File: config.mk
export PLATFORM = sky130hd
export DESIGN_NAME = dubp_host_port
export DESIGN_NICKNAME = d
export VERILOG_FILES = /design/src/dubp_pkg.sv /design/src/dubp_chan_if.sv /design/src/dubp_chan_regs.sv /design/src/dubp_host_port.sv
export VERILOG_INCLUDE_DIRS = /design/src /design/src/src
export SDC_FILE = /design/constraint.sdc
export NUM_CORES = 1
export LEC_CHECK = 0
export ABC_AREA = 0
export BUFFER_PORTS_ARGS = -buffer_cell sky130_fd_sc_hd__clkbuf_2
export CAP_MARGIN = 20
export CORE_ASPECT_RATIO = 1.1
export CORE_MARGIN = 8
export CORE_UTILIZATION = 25
export DETAILED_ROUTE_END_ITERATION = 12
export SYNTH_ARGS = -nofsm -noshare
export SYNTH_HDL_FRONTEND = slang
export SYNTH_HIERARCHICAL = 1
export SYNTH_SLANG_ARGS = --single-unit
File: constraint.sdc
create_clock -name clk_in -period 2.55 [get_ports clk_in]
set_clock_uncertainty 0.2 [all_clocks]
set_input_delay 0.3825 -clock clk_in [delete_from_list [all_inputs] [get_ports clk_in]]
set_output_delay 0.3825 -clock clk_in [all_outputs]
set_load 0.05 [all_outputs]
File: src/dubp_consts.svh
// Constants of the dual channel host bus port
// Operation
// - Three address bits pick a channel register
// - Eight bit two way data bus
// - Read strobe fall drives register byte out
// - Write strobe fall starts a write cycle
// - Write strobe rise latches bus byte
// - Channel A reached only while select low
// - Channel B reached only while select low
// - Bit three set: A irq driven, out2 low
// - Bit three clear: A irq floats, out2 high
// - Channel B same irq and out2 scheme
// - Channel A transmit ready, active low
// - Channel A receive ready, active low
// - Channel B transmit ready, active low
// - Channel B receive ready, active low
`ifndef DUBP_CONSTS_SVH
`define DUBP_CONSTS_SVH
`define DUBP_ADDR_W 3
`define DUBP_DATA_W 8
`define DUBP_NUM_REGS 8
`define DUBP_REG_RHR 3'h0
`define DUBP_REG_THR 3'h0
`define DUBP_REG_MCR 3'h4
`define DUBP_MCR_OUT2_BIT 3
`define DUBP_REG_RESET 8'h00
`define DUBP_SYNC_STAGES 3
`endif

File: src/dubp_pkg.sv
// Types of the dual channel host bus port
package dubp_pkg;
    typedef enum logic [1:0] {DUBP_IDLE, DUBP_READ, DUBP_WRITE} dubp_state_t;
    typedef logic [7:0] dubp_byte_t;
endpackage

File: src/dubp_chan_if.sv
// Link between bus port and channel register bank
`timescale 1ns/1ns
interface dubp_chan_if;
    logic wr_en;
    logic [2:0] addr;
    logic [7:0] wdata;
    logic [7:0] rdata;
    logic out2_en;
    modport port (output wr_en, output addr, output wdata, input rdata, input out2_en);
    modport bank (input wr_en, input addr, input wdata, output rdata, output out2_en);
endinterface

File: src/dubp_chan_regs.sv
// Register bank of one serial channel
`timescale 1ns/1ns
`include "dubp_consts.svh"
module dubp_chan_regs
    import dubp_pkg::*;
(
    input wire logic clk_in,
    input wire logic sys_rst_in,
    input wire logic [7:0] rx_byte_in,
    dubp_chan_if.bank bus
);
    logic [7:0] regs_ff [`DUBP_NUM_REGS];
    logic [7:0] nxt_regs [`DUBP_NUM_REGS];
    logic [7:0] rdata_ff;
    logic [7:0] nxt_rdata;

    always_comb
    begin
        for (int i = 0; i < `DUBP_NUM_REGS; i++)
        begin
            nxt_regs[i] = regs_ff[i];
        end
        if (bus.wr_en)
        begin
            nxt_regs[bus.addr] = bus.wdata;
        end
        // Receive data appears at the holding register address
        nxt_rdata = (bus.addr == `DUBP_REG_RHR) ? rx_byte_in : regs_ff[bus.addr];
    end

    always_ff @(posedge clk_in)
    begin
        if (sys_rst_in)
        begin
            for (int i = 0; i < `DUBP_NUM_REGS; i++)
            begin
                regs_ff[i] <= `DUBP_REG_RESET;
            end
            rdata_ff <= `DUBP_REG_RESET;
        end
        else
        begin
            regs_ff <= nxt_regs;
            rdata_ff <= nxt_rdata;
        end
    end

    assign bus.rdata = rdata_ff;
    assign bus.out2_en = regs_ff[`DUBP_REG_MCR][`DUBP_MCR_OUT2_BIT];
endmodule

File: src/dubp_host_port.sv
// Host bus port of a dual serial channel controller
`timescale 1ns/1ns
`include "dubp_consts.svh"
module dubp_host_port
    import dubp_pkg::*;
(
    input wire logic clk_in,
    input wire logic sys_rst_in,
    input wire logic reg_addr_bit2_in,
    input wire logic reg_addr_bit1_in,
    input wire logic reg_addr_bit0_in,
    input wire logic [7:0] data_in,
    output logic [7:0] data_out,
    output logic data_oe_n_out,
    input wire logic read_strobe_n_in,
    input wire logic write_strobe_n_in,
    input wire logic chan_a_select_n_in,
    input wire logic chan_b_select_n_in,
    input wire logic chan_a_irq_src_in,
    input wire logic chan_b_irq_src_in,
    output logic chan_a_irq_out,
    output logic chan_a_irq_oe_n_out,
    output logic chan_b_irq_out,
    output logic chan_b_irq_oe_n_out,
    output logic chan_a_gp_out2_n_out,
    output logic chan_b_gp_out2_n_out,
    input wire logic chan_a_tx_ready_in,
    input wire logic chan_a_rx_ready_in,
    input wire logic chan_b_tx_ready_in,
    input wire logic chan_b_rx_ready_in,
    input wire logic [7:0] chan_a_rx_byte_in,
    input wire logic [7:0] chan_b_rx_byte_in,
    output logic chan_a_tx_ready_n_out,
    output logic chan_a_rx_ready_n_out,
    output logic chan_b_tx_ready_n_out,
    output logic chan_b_rx_ready_n_out
);
    localparam int SW = 6;
    logic [SW-1:0] sync1_ff, sync2_ff, sync3_ff;
    logic [SW-1:0] raw_pins;
    logic [SW-1:0] nxt_stable;
    logic [SW-1:0] stable_ff;
    logic [2:0] addr_ff, nxt_addr;
    logic [7:0] wdata_ff, nxt_wdata;
    logic [7:0] data_ff, nxt_data;
    logic oe_n_ff, nxt_oe_n;
    logic [1:0] sel_ff, nxt_sel;
    dubp_state_t state_ff, nxt_state;
    logic [1:0] wr_pulse;
    logic out2_a, out2_b;
    logic rd_n, wr_n, cs_a_n, cs_b_n;
    // Address and data pins, delayed one cycle less than the strobes
    logic [10:0] pin_bus;
    logic [10:0] bus_s1_ff, bus_s2_ff, bus_s3_ff;

    dubp_chan_if if_a ();
    dubp_chan_if if_b ();

    // Pin order: read, write, select A, select B, unused pair
    assign raw_pins = {2'h0, chan_b_select_n_in, chan_a_select_n_in,
        write_strobe_n_in, read_strobe_n_in};
    assign pin_bus = {reg_addr_bit2_in, reg_addr_bit1_in, reg_addr_bit0_in, data_in};

    always_comb
    begin
        for (int i = 0; i < SW; i++)
        begin
            nxt_stable[i] = (sync2_ff[i] == sync3_ff[i]) ? sync3_ff[i] : stable_ff[i];
        end
    end

    always_ff @(posedge clk_in)
    begin
        if (sys_rst_in)
        begin
            sync1_ff <= 6'h0F;
            sync2_ff <= 6'h0F;
            sync3_ff <= 6'h0F;
            stable_ff <= 6'h0F;
            bus_s1_ff <= 11'h000;
            bus_s2_ff <= 11'h000;
            bus_s3_ff <= 11'h000;
        end
        else
        begin
            sync1_ff <= raw_pins;
            sync2_ff <= sync1_ff;
            sync3_ff <= sync2_ff;
            stable_ff <= nxt_stable;
            bus_s1_ff <= pin_bus;
            bus_s2_ff <= bus_s1_ff;
            bus_s3_ff <= bus_s2_ff;
        end
    end

    assign rd_n = stable_ff[0];
    assign wr_n = stable_ff[1];
    assign cs_a_n = stable_ff[2];
    assign cs_b_n = stable_ff[3];

    function automatic logic [1:0] chan_decode(input logic a_n, input logic b_n);
        chan_decode = {~b_n, ~a_n};
    endfunction

    always_comb
    begin
        nxt_state = state_ff;
        nxt_addr = addr_ff;
        nxt_wdata = bus_s3_ff[7:0];
        nxt_data = data_ff;
        nxt_oe_n = 1'b1;
        nxt_sel = sel_ff;
        wr_pulse = 2'h0;
        case (state_ff)
            DUBP_IDLE:
            begin
                nxt_sel = chan_decode(cs_a_n, cs_b_n);
                nxt_addr = bus_s3_ff[10:8];
                if (!rd_n && (nxt_sel != 2'h0))
                begin
                    nxt_state = DUBP_READ;
                end
                else if (!wr_n && (nxt_sel != 2'h0))
                begin
                    nxt_state = DUBP_WRITE;
                end
            end
            DUBP_READ:
            begin
                nxt_data = sel_ff[0] ? if_a.rdata : if_b.rdata;
                nxt_oe_n = rd_n;
                if (rd_n)
                begin
                    nxt_state = DUBP_IDLE;
                end
            end
            DUBP_WRITE:
            begin
                nxt_wdata = wdata_ff;
                if (!wr_n)
                begin
                    nxt_wdata = bus_s3_ff[7:0];
                end
                else
                begin
                    wr_pulse = sel_ff;
                    nxt_state = DUBP_IDLE;
                end
            end
            default:
            begin
                nxt_state = DUBP_IDLE;
            end
        endcase
    end

    always_ff @(posedge clk_in)
    begin
        if (sys_rst_in)
        begin
            state_ff <= DUBP_IDLE;
            addr_ff <= 3'h0;
            wdata_ff <= 8'h00;
            data_ff <= 8'h00;
            oe_n_ff <= 1'b1;
            sel_ff <= 2'h0;
        end
        else
        begin
            state_ff <= nxt_state;
            addr_ff <= nxt_addr;
            wdata_ff <= nxt_wdata;
            data_ff <= nxt_data;
            oe_n_ff <= nxt_oe_n;
            sel_ff <= nxt_sel;
        end
    end

    assign if_a.wr_en = wr_pulse[0];
    assign if_b.wr_en = wr_pulse[1];
    assign if_a.addr = addr_ff;
    assign if_b.addr = addr_ff;
    assign if_a.wdata = wdata_ff;
    assign if_b.wdata = wdata_ff;

    dubp_chan_regs u_regs_a (
        .clk_in(clk_in),
        .sys_rst_in(sys_rst_in),
        .rx_byte_in(chan_a_rx_byte_in),
        .bus(if_a.bank)
    );

    dubp_chan_regs u_regs_b (
        .clk_in(clk_in),
        .sys_rst_in(sys_rst_in),
        .rx_byte_in(chan_b_rx_byte_in),
        .bus(if_b.bank)
    );

    assign data_out = data_ff;
    assign data_oe_n_out = oe_n_ff;

    assign out2_a = if_a.out2_en;
    assign out2_b = if_b.out2_en;
    assign chan_a_irq_out = chan_a_irq_src_in;
    assign chan_a_irq_oe_n_out = ~out2_a;
    assign chan_a_gp_out2_n_out = ~out2_a;
    assign chan_b_irq_out = chan_b_irq_src_in;
    assign chan_b_irq_oe_n_out = ~out2_b;
    assign chan_b_gp_out2_n_out = ~out2_b;

    assign chan_a_tx_ready_n_out = ~chan_a_tx_ready_in;
    assign chan_a_rx_ready_n_out = ~chan_a_rx_ready_in;
    assign chan_b_tx_ready_n_out = ~chan_b_tx_ready_in;
    assign chan_b_rx_ready_n_out = ~chan_b_rx_ready_in;
endmodule

**After elaboration in Yosys (flattened, before gate mapping)**

Index checks and enable logic that the tools add are counted.

- $lt $le $gt $ge: 2
- Eq/ne operators: 10
- Multiplexer cells: 22
- Bitwise logic cells: 10
- Reduce and logical (&&, ||, !) cells: 10

Operators by type and width:

| cell | count |
|---|---|
| $bwmux 64 | 2 |
| $mux 8 | 10 |
| $bmux 8 s3 | 2 |
| $demux 8 s3 | 1 |
| $mux 2 | 6 |
| $not 1->1 | 9 |
| $ne 2x2->1 const B | 3 |
| $pmux 2 s3 | 1 |
| $eq 1x1->1 | 4 |
| $ge 4x4->1 const B | 1 |
| $lt 4x1->1 const B | 1 |
| $not 3->4 | 1 |
| $logic_and 1x1->1 | 3 |
| $logic_not 3->1 | 1 |
| $ne 3x3->1 const B | 1 |
| $reduce_and 3->1 | 1 |
| $eq 2x1->1 const B | 1 |
| $eq 2x2->1 const B | 1 |
| $logic_not 1->1 | 2 |
| $logic_not 2->1 | 1 |
| $reduce_bool 2->1 | 1 |
| $reduce_or 2->1 | 1 |

- Bits in registers: 217
- Input port bits: 39
- Output and inout port bits: 19
- Word-level logic and storage cells: 88

**Longest topological paths before layout**

- Depth in word-level cells: 6
- Mapped depth: 9

**Cells and area by module**

The synthesis kept the hierarchy.

By module, submodules not included:

| module | times used | cells an instance | area each (µm²) | sequential area each (µm²) |
|---|---|---|---|---|
| dubp_chan_regs | 2 | 289 | 2812.7 | 1281.2 |
| dubp_host_port | 1 | 229 | 2391.0 | 1461.4 |

**Worst setup path after synthesis**

OpenSTA, ideal clock, no wires.

- Path kind: register to register
- Start: register state_ff[0]
- End: register u_regs_a.regs_ff, in the netlist u_regs_a/bus.out2_en
- Setup time: 128 ps
- Arrival: 1661 ps
- Data required time: 2222 ps
- Setup slack: 562 ps
- Cell stages (with the launch flop): 10
- Buffers on the path: 4
- Cells stage by stage: dfxtp_1 > buf_4 > and3b_1 > buf_4 > and2_1 > buf_2 > and4bb_2 > buf_4 > mux2i_1 > nor2_1

- Longest elaborated chain between the ends: 2

RTL lines:

| item | RTL line | source |
|---|---|---|
| start, declared | dubp_host_port.sv:48 | `dubp_state_t state_ff, nxt_state;` |
| start signal, assigned | dubp_host_port.sv:170 | `state_ff <= nxt_state;` |
| $eq 2x2->1 | dubp_host_port.sv:114 | `case (state_ff)` |
| $mux 2 | dubp_host_port.sv:114 |  |
| via wr_pulse[0] | dubp_host_port.sv:49 | `logic [1:0] wr_pulse;` |
| end signal, assigned by index | dubp_chan_regs.sv:37 | `` regs_ff[i] <= `DUBP_REG_RESET; `` |
| end signal, assigned | dubp_chan_regs.sv:43 | `regs_ff <= nxt_regs;` |
| end, declared | dubp_chan_regs.sv:12 | `` logic [7:0] regs_ff [`DUBP_NUM_REGS]; `` |

The timed path passes the listed nets, and every way through them passes these cells.
A chain may end at the register's enable or synchronous reset.

**Worst setup path after layout**

- Start: register state_ff[1]
- End: register u_regs_a/regs_ff[43] (netlist name)

Same word-level chain as after synthesis.

==> impl_metrics.ini <==
[status]
outcome = finished, final reports clean

[pwr]
leakage_nw = 3.16
power_density_mw_per_mm2 = 692
vdd_ir_drop_max_mv = 0.408

[layout]
nFillCells = 3323
diodes = 0
layout_commonest_cell = dfxtp_1
final_cell_mix = dfxtp_1, nand2_1, nor2_1
drive_above_1_share_pct = 18.1
area_growth_pct = 16.2
final_nets = 871
design_area_sq_mm = 0.00931

[yosys]
synth-seq-cells = 201
post_synth.cell_area_avg_sq_um = 9.93
syn_inst = 807
synth-edff-count = 0
ys_warn_count = 6
synthArstFlopShare_pct = 0
synthesis.nets = 846
yosysSeqAreaShare_pct = 50.2
synthesis.area_sq_mm = 0.00802
synthFlopType = dfxtp_1
ys_types = 36

[placement]
gp_congestion = 0.753
place_area_sq_mm = 0.00848
portBuffers = 53
dpl.hpwl_mm = 11.8

[worst_setup_path]
cp_max_fo = 11
crit_path_start_kind = flop
endpoint_kind = flop
required_ns = 2.70
crit_arrival_ns = 2.41
crit_type = reg2reg
r2r_cells = 5

[sta]
rsz0062_at_grt = false
drv_slew = 0
fmax_mhz = 442
finalCritPeriodShare_pct = 88.7
tightest_slew_ns = 0.769
period_needed_ns = 2.26
final_hold_viol_count = 0
fin_setup_tns_ns = 0
relSlewSlack_pct = 48.6
setup_viol = 0

[die]
die-area_sq_mm = 0.0381
initial_core_util_pct = 25.5
die-width_um = 187
ios = 58
coreArea_sq_mm = 0.0315
die-height_um = 204
rows = 68

[route]
route.detailed.drc = 0
drtPass1Iterations = 5
wl_per_cell_um = 14.3
drtIter0Drc = 336
vias_per_cell = 4.36
wl_mm = 18.1
postRouteAntennaNets = 0
dr_total_vias = 5519

[cts]
cts_sinks = 201
cts_root_buf = clkbuf_16
post_cts_resized = 0
clk_pin_slew_ns = 0.06
clock_latency_ns = 0.51
cts_buffers = 22
h-tree-depth = 1
clock_path_buffers = 3
cts_tree = done

[min_path]
worstHoldPathCells = 3
hold_path.class = in2reg

[grt]
grt_pass1_vias = 5509
track_usage_pct = 9.27
grt_pass1_wl_mm = 29.3
grt_overflow = 0
antenna_found_initial = 0
grt_max_degree = 101

[flow_run]
maxCapViolCount = 0
[through the flow]
| step | worst slack (ns) | hold slack, ns | std cells | power [W] | util [%] |
|---|---|---|---|---|---|
| after floorplan | 0.562 | 0.189 | 807 | 0.00343 | - |
| after global placement | 0.391 | 0.194 | 1213 | 0.00350 | 26.9 |
| after detailed placement | 0.312 | 0.194 | 1213 | 0.00350 | 26.9 |
| after CTS | 0.286 | 0.159 | 1265 | 0.00654 | 29.6 |
| after global routing | 0.105 | 0.183 | 1265 | 0.00669 | 29.6 |
| final | 0.288 | 0.156 | 1265 | 0.00644 | 29.6 |
[cell usage after synthesis, types with 8 or more instances]
cell / count / area, sq um
mux4_2: 22 / 495
nand2_1: 149 / 559
clkbuf_1: 35 / 131
mux2i_1: 70 / 701
buf_2: 17 / 85.1
a21oi_2: 8 / 70.1
a21oi_1: 73 / 365
nor2b_1: 34 / 213
nor2_1: 79 / 297
dfxtp_1: 201 / 4020
mux4_1: 8 / 210
or2_2: 12 / 75.1
a211oi_1: 8 / 60.1
buf_4: 21 / 158
[sequential cells by signal (all words and copies together) (netlist names), 2 cells and up]
name and cells:
if_a.wdata 8, u_regs_b/bus.rdata 8, sync1_ff 4, data_out 8, sync2_ff 4, bus_s3_ff 11
u_regs_a/regs_ff 55, stable_ff 4, u_regs_b/regs_ff 55, bus_s1_ff 11, state_ff 2, sel_ff 2
sync3_ff 4, addr_ff 3, bus_s2_ff 11, u_regs_a/bus.rdata 8
[per-layer routing]
layer	share of wire [%]	global-route usage, %
met4	2.0	2.84
met1	45	11.6
met5	0	0
met3	3.6	1.35
met2	49	16.4
[power breakdown]
part	total, W	internal, W	switching [W]
registers	0.00322	0.00319	0.0000288
clock network	0.00300	0.00178	0.00122
logic	0.000226	0.000105	0.000121
[logic make-up after synthesis]
group | share of synthesized area [%]
mux | 17.5
flops | 50.2
buf+inv | 6.37
simple gates | 18.4
compound gates | 7.49
[repair_timing]
action	4_1_cts	5_1_grt
endpoints found under the hold margin	15	0
buffers inserted	0	0
hold buffers	15	0
[path summary, 6_finish.rpt]
path | start | to | slack, ns
setup / recovery | state_ff[1]$_SDFFE_PP0P_ | u_regs_a/regs_ff[43]$_SDFFE_PP0P_ | 0.29
hold / removal | chan_b_rx_byte_in[6] | u_regs_b/bus.rdata[6]$_SDFF_PP0_ | 0.16
setup reg to reg | state_ff[1]$_SDFFE_PP0P_ | u_regs_a/regs_ff[43]$_SDFFE_PP0P_ | 0.29
hold reg to reg | sync1_ff[2]$_SDFF_PP1_ | sync2_ff[2]$_SDFF_PP1_ | 0.21
[worst max-delay path: stages, from the launching register on]
cell	delay, ns
dfxtp_1	0.50
and3b_1	0.26
and2_1	0.36
and4bb_2	0.50
mux2i_1	0.23
nor2_1	0.06
[area by class of cell]
class,count,area (sq um),share of cell area (%)
Inverter,6,22.5,0.242
Tap cell,420,526,5.64
Multi-Input combinational cell,516,3480,37.4
Clock inverter,6,68.8,0.739
Timing Repair Buffer,85,574,6.17
Sequential cell,201,4030,43.2
Clock buffer,31,614,6.60
(Power assumes the default switching activity.)
